### config.mk
export PLATFORM = sky130hd
export DESIGN_NAME = hlbc_link_buffer_count_ctrl
export DESIGN_NICKNAME = d
export VERILOG_FILES = /design/src/core/hlbc_pkg.sv /design/src/core/hlbc_link_if.sv /design/src/core/hlbc_link_buffer_count_ctrl.sv /design/src/core/hlbc_tx_seq.sv
export SDC_FILE = /design/constraint.sdc
export NUM_CORES = 1
export LEC_CHECK = 0
export BUFFER_PORTS_ARGS = -buffer_cell sky130_fd_sc_hd__buf_2
export CORE_ASPECT_RATIO = 0.6
export CORE_MARGIN = 4
export CORE_UTILIZATION = 45
export CTS_CLUSTER_DIAMETER = 80
export DETAILED_ROUTE_END_ITERATION = 8
export GPL_TIMING_DRIVEN = 1
export PLACE_DENSITY = 0.8
export SYNTH_ARGS = -nofsm -noshare
export SYNTH_HDL_FRONTEND = slang
export SYNTH_SLANG_ARGS = --single-unit
### constraint.sdc
create_clock -name aclk -period 2 [get_ports aclk]
set_input_delay 0.4 -clock aclk [delete_from_list [all_inputs] [get_ports aclk]]
set_output_delay 0.4 -clock aclk [all_outputs]
set_load 0.02 [all_outputs]
### src/core/hlbc_pkg.sv
// Purpose: constants and types shared by the data-link buffer/count block
// Assumes: AXI4-Lite register bus, 32-bit data, one word per register
// Notes:   offsets are byte addresses
package hlbc_pkg;
	localparam logic [7:0] ADDR_TX_BC    = 8'h00;
	localparam logic [7:0] ADDR_RX_BC    = 8'h04;
	localparam logic [7:0] ADDR_CTRL     = 8'h08;
	localparam logic [7:0] ADDR_IRQ_STAT = 8'h0C;
	localparam logic [7:0] ADDR_IRQ_MASK = 8'h10;

	localparam int CNT_W       = 7;
	localparam int SEL_BIT     = 7;
	localparam int MODE_BIT    = 0;
	localparam int IRQ_TX_BIT  = 0;
	localparam int IRQ_RX_BIT  = 1;
	localparam int IRQ_W       = 2;

	localparam logic [CNT_W-1:0] CNT_RESET   = 7'h00;
	localparam logic [1:0]       RESP_OKAY   = 2'h0;
	localparam logic [1:0]       RESP_SLVERR = 2'h2;

	typedef enum logic [1:0] {
		HLBC_TX_IDLE = 2'b00,
		HLBC_TX_SEND = 2'b01,
		HLBC_TX_DONE = 2'b10
	} hlbc_tx_state_type;
endpackage

### src/core/hlbc_link_if.sv
// Purpose: link-side event carrier between control core and tx sequencer
// Assumes: single clock domain
// Notes:   pulses are one cycle wide
`timescale 1ns/10ps
interface hlbc_link_if;
	logic                            start;
	logic [hlbc_pkg::CNT_W-1:0]      count;
	logic                            bit_mode;
	logic                            msg_done;
	logic                            busy;
	logic                            eot;
	modport core (output start, output count, output bit_mode,
		output msg_done, input busy, input eot);
	modport seq  (input start, input count, input bit_mode,
		input msg_done, output busy, output eot);
endinterface

### src/core/hlbc_link_buffer_count_ctrl.sv
// Purpose: data-link buffer selection and byte/repeat count registers
// Assumes: AXI4-Lite slave, framer supplies message events
// Notes:   buffer memories, FCS and framing live outside
//
// Register access over AXI4-Lite and the address map were left to the implementer.
`timescale 1ns/10ps

// Summary of operation
// - Written select bit, while tx is idle, chooses tx buffer zero or one for sending.
// - Read select bit returns next free tx buffer, zero or one.
// - While a buffer is busy, reads report the other free buffer.
// - Bit mode: after count repeats raise tx end interrupt and stop.
// - Bit mode: tx count zero repeats message without limit.
// - Message mode: tx count is length with header, without check octets.
// - Rx pointer names buffer holding newest received message.
// - Bit mode: rx count repetitions raise rx end interrupt.
// - Bit mode: rx count zero receives forever, no rx end interrupt.
// - Message mode: rx count reports size including header and check.
// - Shared mode bit: zero bit-oriented, one message-oriented.
module hlbc_link_buffer_count_ctrl (
	input  wire logic                  aclk,
	input  wire logic                  aresetn,
	input  wire logic [7:0]            s_axi_awaddr,
	input  wire logic                  s_axi_awvalid,
	output logic                       s_axi_awready,
	input  wire logic [31:0]           s_axi_wdata,
	input  wire logic [3:0]            s_axi_wstrb,
	input  wire logic                  s_axi_wvalid,
	output logic                       s_axi_wready,
	output logic [1:0]                 s_axi_bresp,
	output logic                       s_axi_bvalid,
	input  wire logic                  s_axi_bready,
	input  wire logic [7:0]            s_axi_araddr,
	input  wire logic                  s_axi_arvalid,
	output logic                       s_axi_arready,
	output logic [31:0]                s_axi_rdata,
	output logic [1:0]                 s_axi_rresp,
	output logic                       s_axi_rvalid,
	input  wire logic                  s_axi_rready,
	input  wire logic                  tx_msg_done,
	input  wire logic                  rx_msg_done,
	input  wire logic [6:0]            rx_msg_size,
	output logic                       tx_start,
	output logic                       tx_buffer_out,
	output logic [6:0]                 tx_length_out,
	output logic                       message_oriented_mode,
	output logic                       tx_busy,
	output logic                       irq
);
	typedef struct packed {
		logic                           aw_got;
		logic [7:0]                     aw_addr;
		logic                           w_got;
		logic [31:0]                    w_data;
		logic [3:0]                     w_strb;
		logic                           bvalid;
		logic [1:0]                     bresp;
		logic                           rvalid;
		logic [31:0]                    rdata;
		logic [1:0]                     rresp;
		logic                           tx_sel;
		logic                           tx_run_buf;
		logic [hlbc_pkg::CNT_W-1:0]     tx_cnt;
		logic                           tx_start;
		logic                           rx_ptr;
		logic [hlbc_pkg::CNT_W-1:0]     rx_cnt;
		logic [hlbc_pkg::CNT_W-1:0]     rx_seen;
		logic                           mode;
		logic [hlbc_pkg::IRQ_W-1:0]     stat;
		logic [hlbc_pkg::IRQ_W-1:0]     mask;
	} hlbc_state_type;

	hlbc_state_type s_q, s_d;
	hlbc_link_if    link ();

	// Next free buffer: while busy the running one is never offered
	function automatic logic free_buf(input logic sel, input logic busy,
		input logic run_buf);
		free_buf = busy ? ~run_buf : sel;
	endfunction

	function automatic logic [31:0] pack_bc(input logic b,
		input logic [hlbc_pkg::CNT_W-1:0] c);
		pack_bc = 32'h0000_0000;
		pack_bc[hlbc_pkg::SEL_BIT] = b;
		pack_bc[hlbc_pkg::CNT_W-1:0] = c;
	endfunction

	hlbc_tx_seq u_seq (
		.aclk    (aclk),
		.aresetn (aresetn),
		.link    (link)
	);

	assign link.start    = s_q.tx_start;
	assign link.count    = s_q.tx_cnt;
	assign link.bit_mode = ~s_q.mode;
	assign link.msg_done = tx_msg_done;

	logic                       do_wr;
	logic                       do_rd;
	logic [hlbc_pkg::IRQ_W-1:0] ev;

	always_comb begin
		s_d = s_q;
		s_d.tx_start = 1'b0;
		ev = '0;
		do_wr = 1'b0;
		do_rd = 1'b0;

		if (s_axi_awvalid && !s_q.aw_got) begin
			s_d.aw_got = 1'b1;
			s_d.aw_addr = s_axi_awaddr;
		end
		if (s_axi_wvalid && !s_q.w_got) begin
			s_d.w_got = 1'b1;
			s_d.w_data = s_axi_wdata;
			s_d.w_strb = s_axi_wstrb;
		end
		if (s_q.bvalid && s_axi_bready) begin
			s_d.bvalid = 1'b0;
		end
		if (s_q.rvalid && s_axi_rready) begin
			s_d.rvalid = 1'b0;
		end

		// Transmit end of transfer
		if (link.eot) begin
			ev[hlbc_pkg::IRQ_TX_BIT] = 1'b1;
		end

		// Receive side: pointer toggles to the buffer just filled
		if (rx_msg_done) begin
			s_d.rx_ptr = ~s_q.rx_ptr;
			if (s_q.mode) begin
				s_d.rx_cnt = rx_msg_size;
			end else if (s_q.rx_cnt != hlbc_pkg::CNT_RESET) begin
				// Zero target is skipped by the check above, so no event
				if (s_q.rx_seen + 7'h01 == s_q.rx_cnt) begin
					ev[hlbc_pkg::IRQ_RX_BIT] = 1'b1;
					s_d.rx_seen = hlbc_pkg::CNT_RESET;
				end else begin
					s_d.rx_seen = s_q.rx_seen + 7'h01;
				end
			end
		end

		if (s_q.aw_got && s_q.w_got && !s_q.bvalid) begin
			do_wr = 1'b1;
			s_d.aw_got = 1'b0;
			s_d.w_got = 1'b0;
			s_d.bvalid = 1'b1;
			s_d.bresp = hlbc_pkg::RESP_OKAY;
			case (s_q.aw_addr)
			hlbc_pkg::ADDR_TX_BC: begin
				if (s_q.w_strb[0]) begin
					// Software keeps off the busy buffer
					s_d.tx_sel = s_q.w_data[hlbc_pkg::SEL_BIT];
					s_d.tx_cnt = s_q.w_data[hlbc_pkg::CNT_W-1:0];
					if (!link.busy) begin
						s_d.tx_start = 1'b1;
						s_d.tx_run_buf = s_q.w_data[hlbc_pkg::SEL_BIT];
					end
				end
			end
			hlbc_pkg::ADDR_RX_BC: begin
				if (s_q.w_strb[0]) begin
					s_d.rx_ptr = s_q.w_data[hlbc_pkg::SEL_BIT];
					s_d.rx_cnt = s_q.w_data[hlbc_pkg::CNT_W-1:0];
					s_d.rx_seen = hlbc_pkg::CNT_RESET;
				end
			end
			hlbc_pkg::ADDR_CTRL: begin
				if (s_q.w_strb[0]) begin
					s_d.mode = s_q.w_data[hlbc_pkg::MODE_BIT];
				end
			end
			hlbc_pkg::ADDR_IRQ_STAT: begin
				if (s_q.w_strb[0]) begin
					s_d.stat = s_q.stat &
						~s_q.w_data[hlbc_pkg::IRQ_W-1:0];
				end
			end
			hlbc_pkg::ADDR_IRQ_MASK: begin
				if (s_q.w_strb[0]) begin
					s_d.mask = s_q.w_data[hlbc_pkg::IRQ_W-1:0];
				end
			end
			default: s_d.bresp = hlbc_pkg::RESP_SLVERR;
			endcase
		end
		// Set after clear so a same-cycle event survives
		s_d.stat = s_d.stat | ev;

		if (s_axi_arvalid && !s_q.rvalid) begin
			do_rd = 1'b1;
			s_d.rvalid = 1'b1;
			s_d.rresp = hlbc_pkg::RESP_OKAY;
			case (s_axi_araddr)
			hlbc_pkg::ADDR_TX_BC: s_d.rdata = pack_bc(
				free_buf(s_q.tx_sel, link.busy, s_q.tx_run_buf),
				s_q.tx_cnt);
			hlbc_pkg::ADDR_RX_BC:
				s_d.rdata = pack_bc(s_q.rx_ptr, s_q.rx_cnt);
			hlbc_pkg::ADDR_CTRL: begin
				s_d.rdata = 32'h0000_0000;
				s_d.rdata[hlbc_pkg::MODE_BIT] = s_q.mode;
			end
			hlbc_pkg::ADDR_IRQ_STAT:
				s_d.rdata = {30'h0000_0000, s_q.stat};
			hlbc_pkg::ADDR_IRQ_MASK:
				s_d.rdata = {30'h0000_0000, s_q.mask};
			default: begin
				s_d.rdata = 32'h0000_0000;
				s_d.rresp = hlbc_pkg::RESP_SLVERR;
			end
			endcase
		end
	end

	always_ff @(posedge aclk) begin
		if (!aresetn) begin
			s_q <= '0;
		end else begin
			s_q <= s_d;
		end
	end

	assign s_axi_awready = ~s_q.aw_got;
	assign s_axi_wready  = ~s_q.w_got;
	assign s_axi_bvalid  = s_q.bvalid;
	assign s_axi_bresp   = s_q.bresp;
	assign s_axi_arready = ~s_q.rvalid;
	assign s_axi_rvalid  = s_q.rvalid;
	assign s_axi_rdata   = s_q.rdata;
	assign s_axi_rresp   = s_q.rresp;

	assign tx_start              = s_q.tx_start;
	assign tx_buffer_out         = s_q.tx_run_buf;
	assign tx_length_out         = s_q.tx_cnt;
	assign message_oriented_mode = s_q.mode;
	assign tx_busy               = link.busy;
	assign irq                   = |(s_q.stat & s_q.mask);
endmodule

### src/core/hlbc_tx_seq.sv
// Purpose: counts transmitted messages or repetitions, flags end of transfer
// Assumes: msg_done pulses once per message sent by the framer
// Notes:   zero count in bit-oriented mode repeats forever
`timescale 1ns/10ps
module hlbc_tx_seq (
	input  wire logic aclk,
	input  wire logic aresetn,
	hlbc_link_if.seq  link
);
	typedef struct packed {
		hlbc_pkg::hlbc_tx_state_type   st;
		logic [hlbc_pkg::CNT_W-1:0]    left;
		logic                          bit_mode;
		logic                          eot;
	} hlbc_seq_state_type;

	hlbc_seq_state_type s_q, s_d;

	always_comb begin
		s_d = s_q;
		s_d.eot = 1'b0;
		case (s_q.st)
		hlbc_pkg::HLBC_TX_IDLE: begin
			if (link.start) begin
				s_d.st = hlbc_pkg::HLBC_TX_SEND;
				s_d.left = link.count;
				s_d.bit_mode = link.bit_mode;
			end
		end
		hlbc_pkg::HLBC_TX_SEND: begin
			if (link.msg_done) begin
				// Message mode sends one frame; length is used by the framer
				if (!s_q.bit_mode) begin
					s_d.st = hlbc_pkg::HLBC_TX_DONE;
				end else if (s_q.left == hlbc_pkg::CNT_RESET) begin
					s_d.st = hlbc_pkg::HLBC_TX_SEND;
				end else if (s_q.left == 7'h01) begin
					s_d.st = hlbc_pkg::HLBC_TX_DONE;
				end else begin
					s_d.left = s_q.left - 7'h01;
				end
			end
		end
		hlbc_pkg::HLBC_TX_DONE: begin
			s_d.eot = 1'b1;
			s_d.st = hlbc_pkg::HLBC_TX_IDLE;
		end
		default: s_d.st = hlbc_pkg::HLBC_TX_IDLE;
		endcase
	end

	always_ff @(posedge aclk) begin
		if (!aresetn) begin
			s_q <= '{hlbc_pkg::HLBC_TX_IDLE, hlbc_pkg::CNT_RESET, 1'b0, 1'b0};
		end else begin
			s_q <= s_d;
		end
	end

	assign link.busy = (s_q.st != hlbc_pkg::HLBC_TX_IDLE);
	assign link.eot  = s_q.eot;
endmodule

==> metrics.csv <==
metric,value,unit
outcome,"complete, no violations",
final net count,594,
area of the die,9917,um2
post-synthesis sequential area ratio,0.3839,
I/O pin count,121,
clock slew seen by the registers of the worst setup and hold paths,0.06,ns
worst reg2reg startpoint,s_q[6],
DRT iter0 DRCs,470,
crit end category,register,
crit path to,s_q[5],
via count,3352,
cell taking the most area after synthesis,dfxtp_1,
Worst Setup Start Kind,register,
Remaining DRCs,0,
clock skew,0.008313,ns
initial antenna violation count,0,
Post-synth EDFFs,0,
hold slack,0.2533,ns
Die Span Y,78.76,um
hold buffers post-CTS,0,
GRT overflow,0,
period utilization,0.9651,
Hold Path Class,primary input to register,
most frequent cell after synthesis,dfxtp_1,
starting density of the core,0.4689,
Yosys warnings,0,
Mapped Cells,462,
Area growth syn-to-layout,17.09,%
Crit. Startpoint,s_q[6],
Vias/cell,5.295,
Post-Syn Area,3755,um2
Max Cap Violations,0,
"Arr. time, crit path",2.13,ns
CTS H-tree depth,3,
hold depth,2,
syn_area_per_cell,8.127,um2
total power density per cell area,755.1,nW/um2
maximum fanout along the worst path,4,
Setup TNS,0,ns
"Clk Latency, worst-skew pair",0.34,ns
"reg-to-reg slack, setup",0.07,ns
detailed placement HPWL,7433,um
Final Max Slew Viols,0,
layout cells sized above 1,0.2267,
DR pass1 iterations,7,
"Cell Area, Placed",4070,um2
antenna cell count,0,
Worst Hold Launch,s_axi_rready,
final worst slack,0.06974,ns
Post-Route WL,9876,um
Avg WL per Cell,15.60,um
CTS Root Cell,clkbuf_16,
Placeable Area,8008,um2
reg2reg path depth,7,
Die Wd,125.9,um
CTS sink cnt,72,
"worst slack, placed",0.005693,ns
post-route ant nets,0,
Final Cell Area,4397,um2
gr usage total,0.1986,
Final min period,1.930,ns
ranking of synthesized cells by area,"dfxtp_1 (38%), buf_4 (9.4%), nand2_1 (6.1%), nor2_1 (5.7%), a21oi_1 (4.1%)",
worst slew pin tran,0.5065,ns
post-synthesis async set-or-reset flop share,0,
vias in the first global route,3046,
Max Fclk,0.5181,GHz
Max clock buf depth,2,
Synth top area share,0.3839,
leakage,1.816,nW
std cell rows,25,
library cells used by synthesis,52,
CTS tree,yes,
fill count,741,
Required @ worst endpoint,2.20,ns
"top cells by count, synth","dfxtp_1 (72), nand2_1 (61), nor2_1 (57)",
Yosys reg bits,72,
Final Util,0.5491,
placer congestion estimate,0.8722,
first-pass GRT wire length,15580,um
ys flop type,dfxtp_1,
final setup violating endpoints,0,
reg-to-reg endpoint,s_q[5],
Slew Limit Headroom,0.6623,
largest net degree at the start of global routing,36,
VDD IR max,468.4,uV
"Hold Violations, Final",0,
port bufs,67,
CP Class,register to register,
Num CTS Buffers,9,
layer usage:
layer / up-vias / global-route usage / wire (um)
met5: - / 0 / 0
li1: 1664 / - / -
met3: 13 / 0.06048 / 900
met4: 0 / 0.06103 / 90
met2: 150 / 0.2847 / 4210
met1: 1525 / 0.2853 / 4675
critical path, cell delays in order, from the launching register on:
cell and delay [ns]:
dfxtp_4 0.37, ha_4 0.18, nand2_1 0.11, nand3b_1 0.11, a211o_1 0.30, a31o_2 0.26, nor3_1 0.34, o22ai_1 0.11
worst min path at each step:
stage                   end
5_1_grt        s_axi_rvalid
2_1_floorplan        s_q[2]
6_report       s_axi_rvalid
4_1_cts        s_axi_rvalid
3_5_place_dp         s_q[2]
3_3_place_gp         s_q[2]
registers in the layout (all words and copies together), names as in the netlist:
register and cells:
u_seq.link.eot 1, message_oriented_mode 1, s_axi_bresp 1, tx_length_out 7
s_q 39, s_axi_rvalid 1, u_seq.s_q 10, tx_buffer_out 1
s_axi_rresp 1, s_axi_rdata 8, s_axi_bvalid 1, tx_start 1
final cells by class:
type                       count  area, um2  area share
clock buffer                  12      246.5     0.05606
clock inverter                 1      30.03    0.006830
inverter                      13      48.80     0.01110
multi-input combinational    336       1954      0.4445
sequential                    72       1450      0.3298
tap                          108      135.1     0.03073
timing repair buffer          91      531.8      0.1209
placed cells by master (no fill, tap or decap), types with 7 or more instances in the layout:
| cell | Yosys | final |
|---|---|---|
| conb_1 | 1 | 26 |
| mux2i_1 | 13 | 13 |
| buf_4 | 47 | 22 |
| a31oi_1 | 9 | 9 |
| buf_2 | 1 | 67 |
| clkbuf_16 | 0 | 9 |
| nand2_1 | 61 | 61 |
| o21ai_0 | 13 | 13 |
| a21oi_1 | 31 | 31 |
| inv_1 | 13 | 13 |
| a22oi_1 | 7 | 7 |
| nor2_1 | 57 | 57 |
| xnor2_1 | 13 | 12 |
| nor3_1 | 16 | 16 |
| nand3_1 | 20 | 20 |
| dfxtp_1 | 72 | 67 |
| nor2b_1 | 7 | 7 |
| a311oi_1 | 9 | 9 |
report_power, final:
part	leakage, nW	switching, mW	internal (mW)
logic	1.09	0.172	0.0952
clock network	0.135	0.568	0.979
registers	0.587	0.0376	1.47
cells by family (layout without fill, tap and decap cells):
kind of cell / count (synthesis) / count (layout) / share of synthesized area
compound gates: 94 / 94 / 0.1666
xor+xnor: 16 / 16 / 0.03732
fa+ha+maj: 3 / 3 / 0.009998
buf+inv: 79 / 117 / 0.1286
flops: 72 / 72 / 0.3839
mux: 14 / 14 / 0.04065
other cells: 1 / 26 / 0.0009987
simple gates: 183 / 183 / 0.2319
per-stage QoR:
step / cells / power, mW
global placement: 619 / 1.790
global route: 633 / 3.434
finish: 633 / 3.320
detailed placement: 619 / 1.799
CTS: 633 / 3.346
floorplan: 487 / 1.741
what timing repair did:
action                     in CTS  in global routing
setup endpoints to repair       1                 24
buffers inserted                1                  0
gates cloned                    0                  0
pin swaps                       2                  2
gates resized for setup         2                 10
Note: power is estimated with default switching activity, not from simulation.
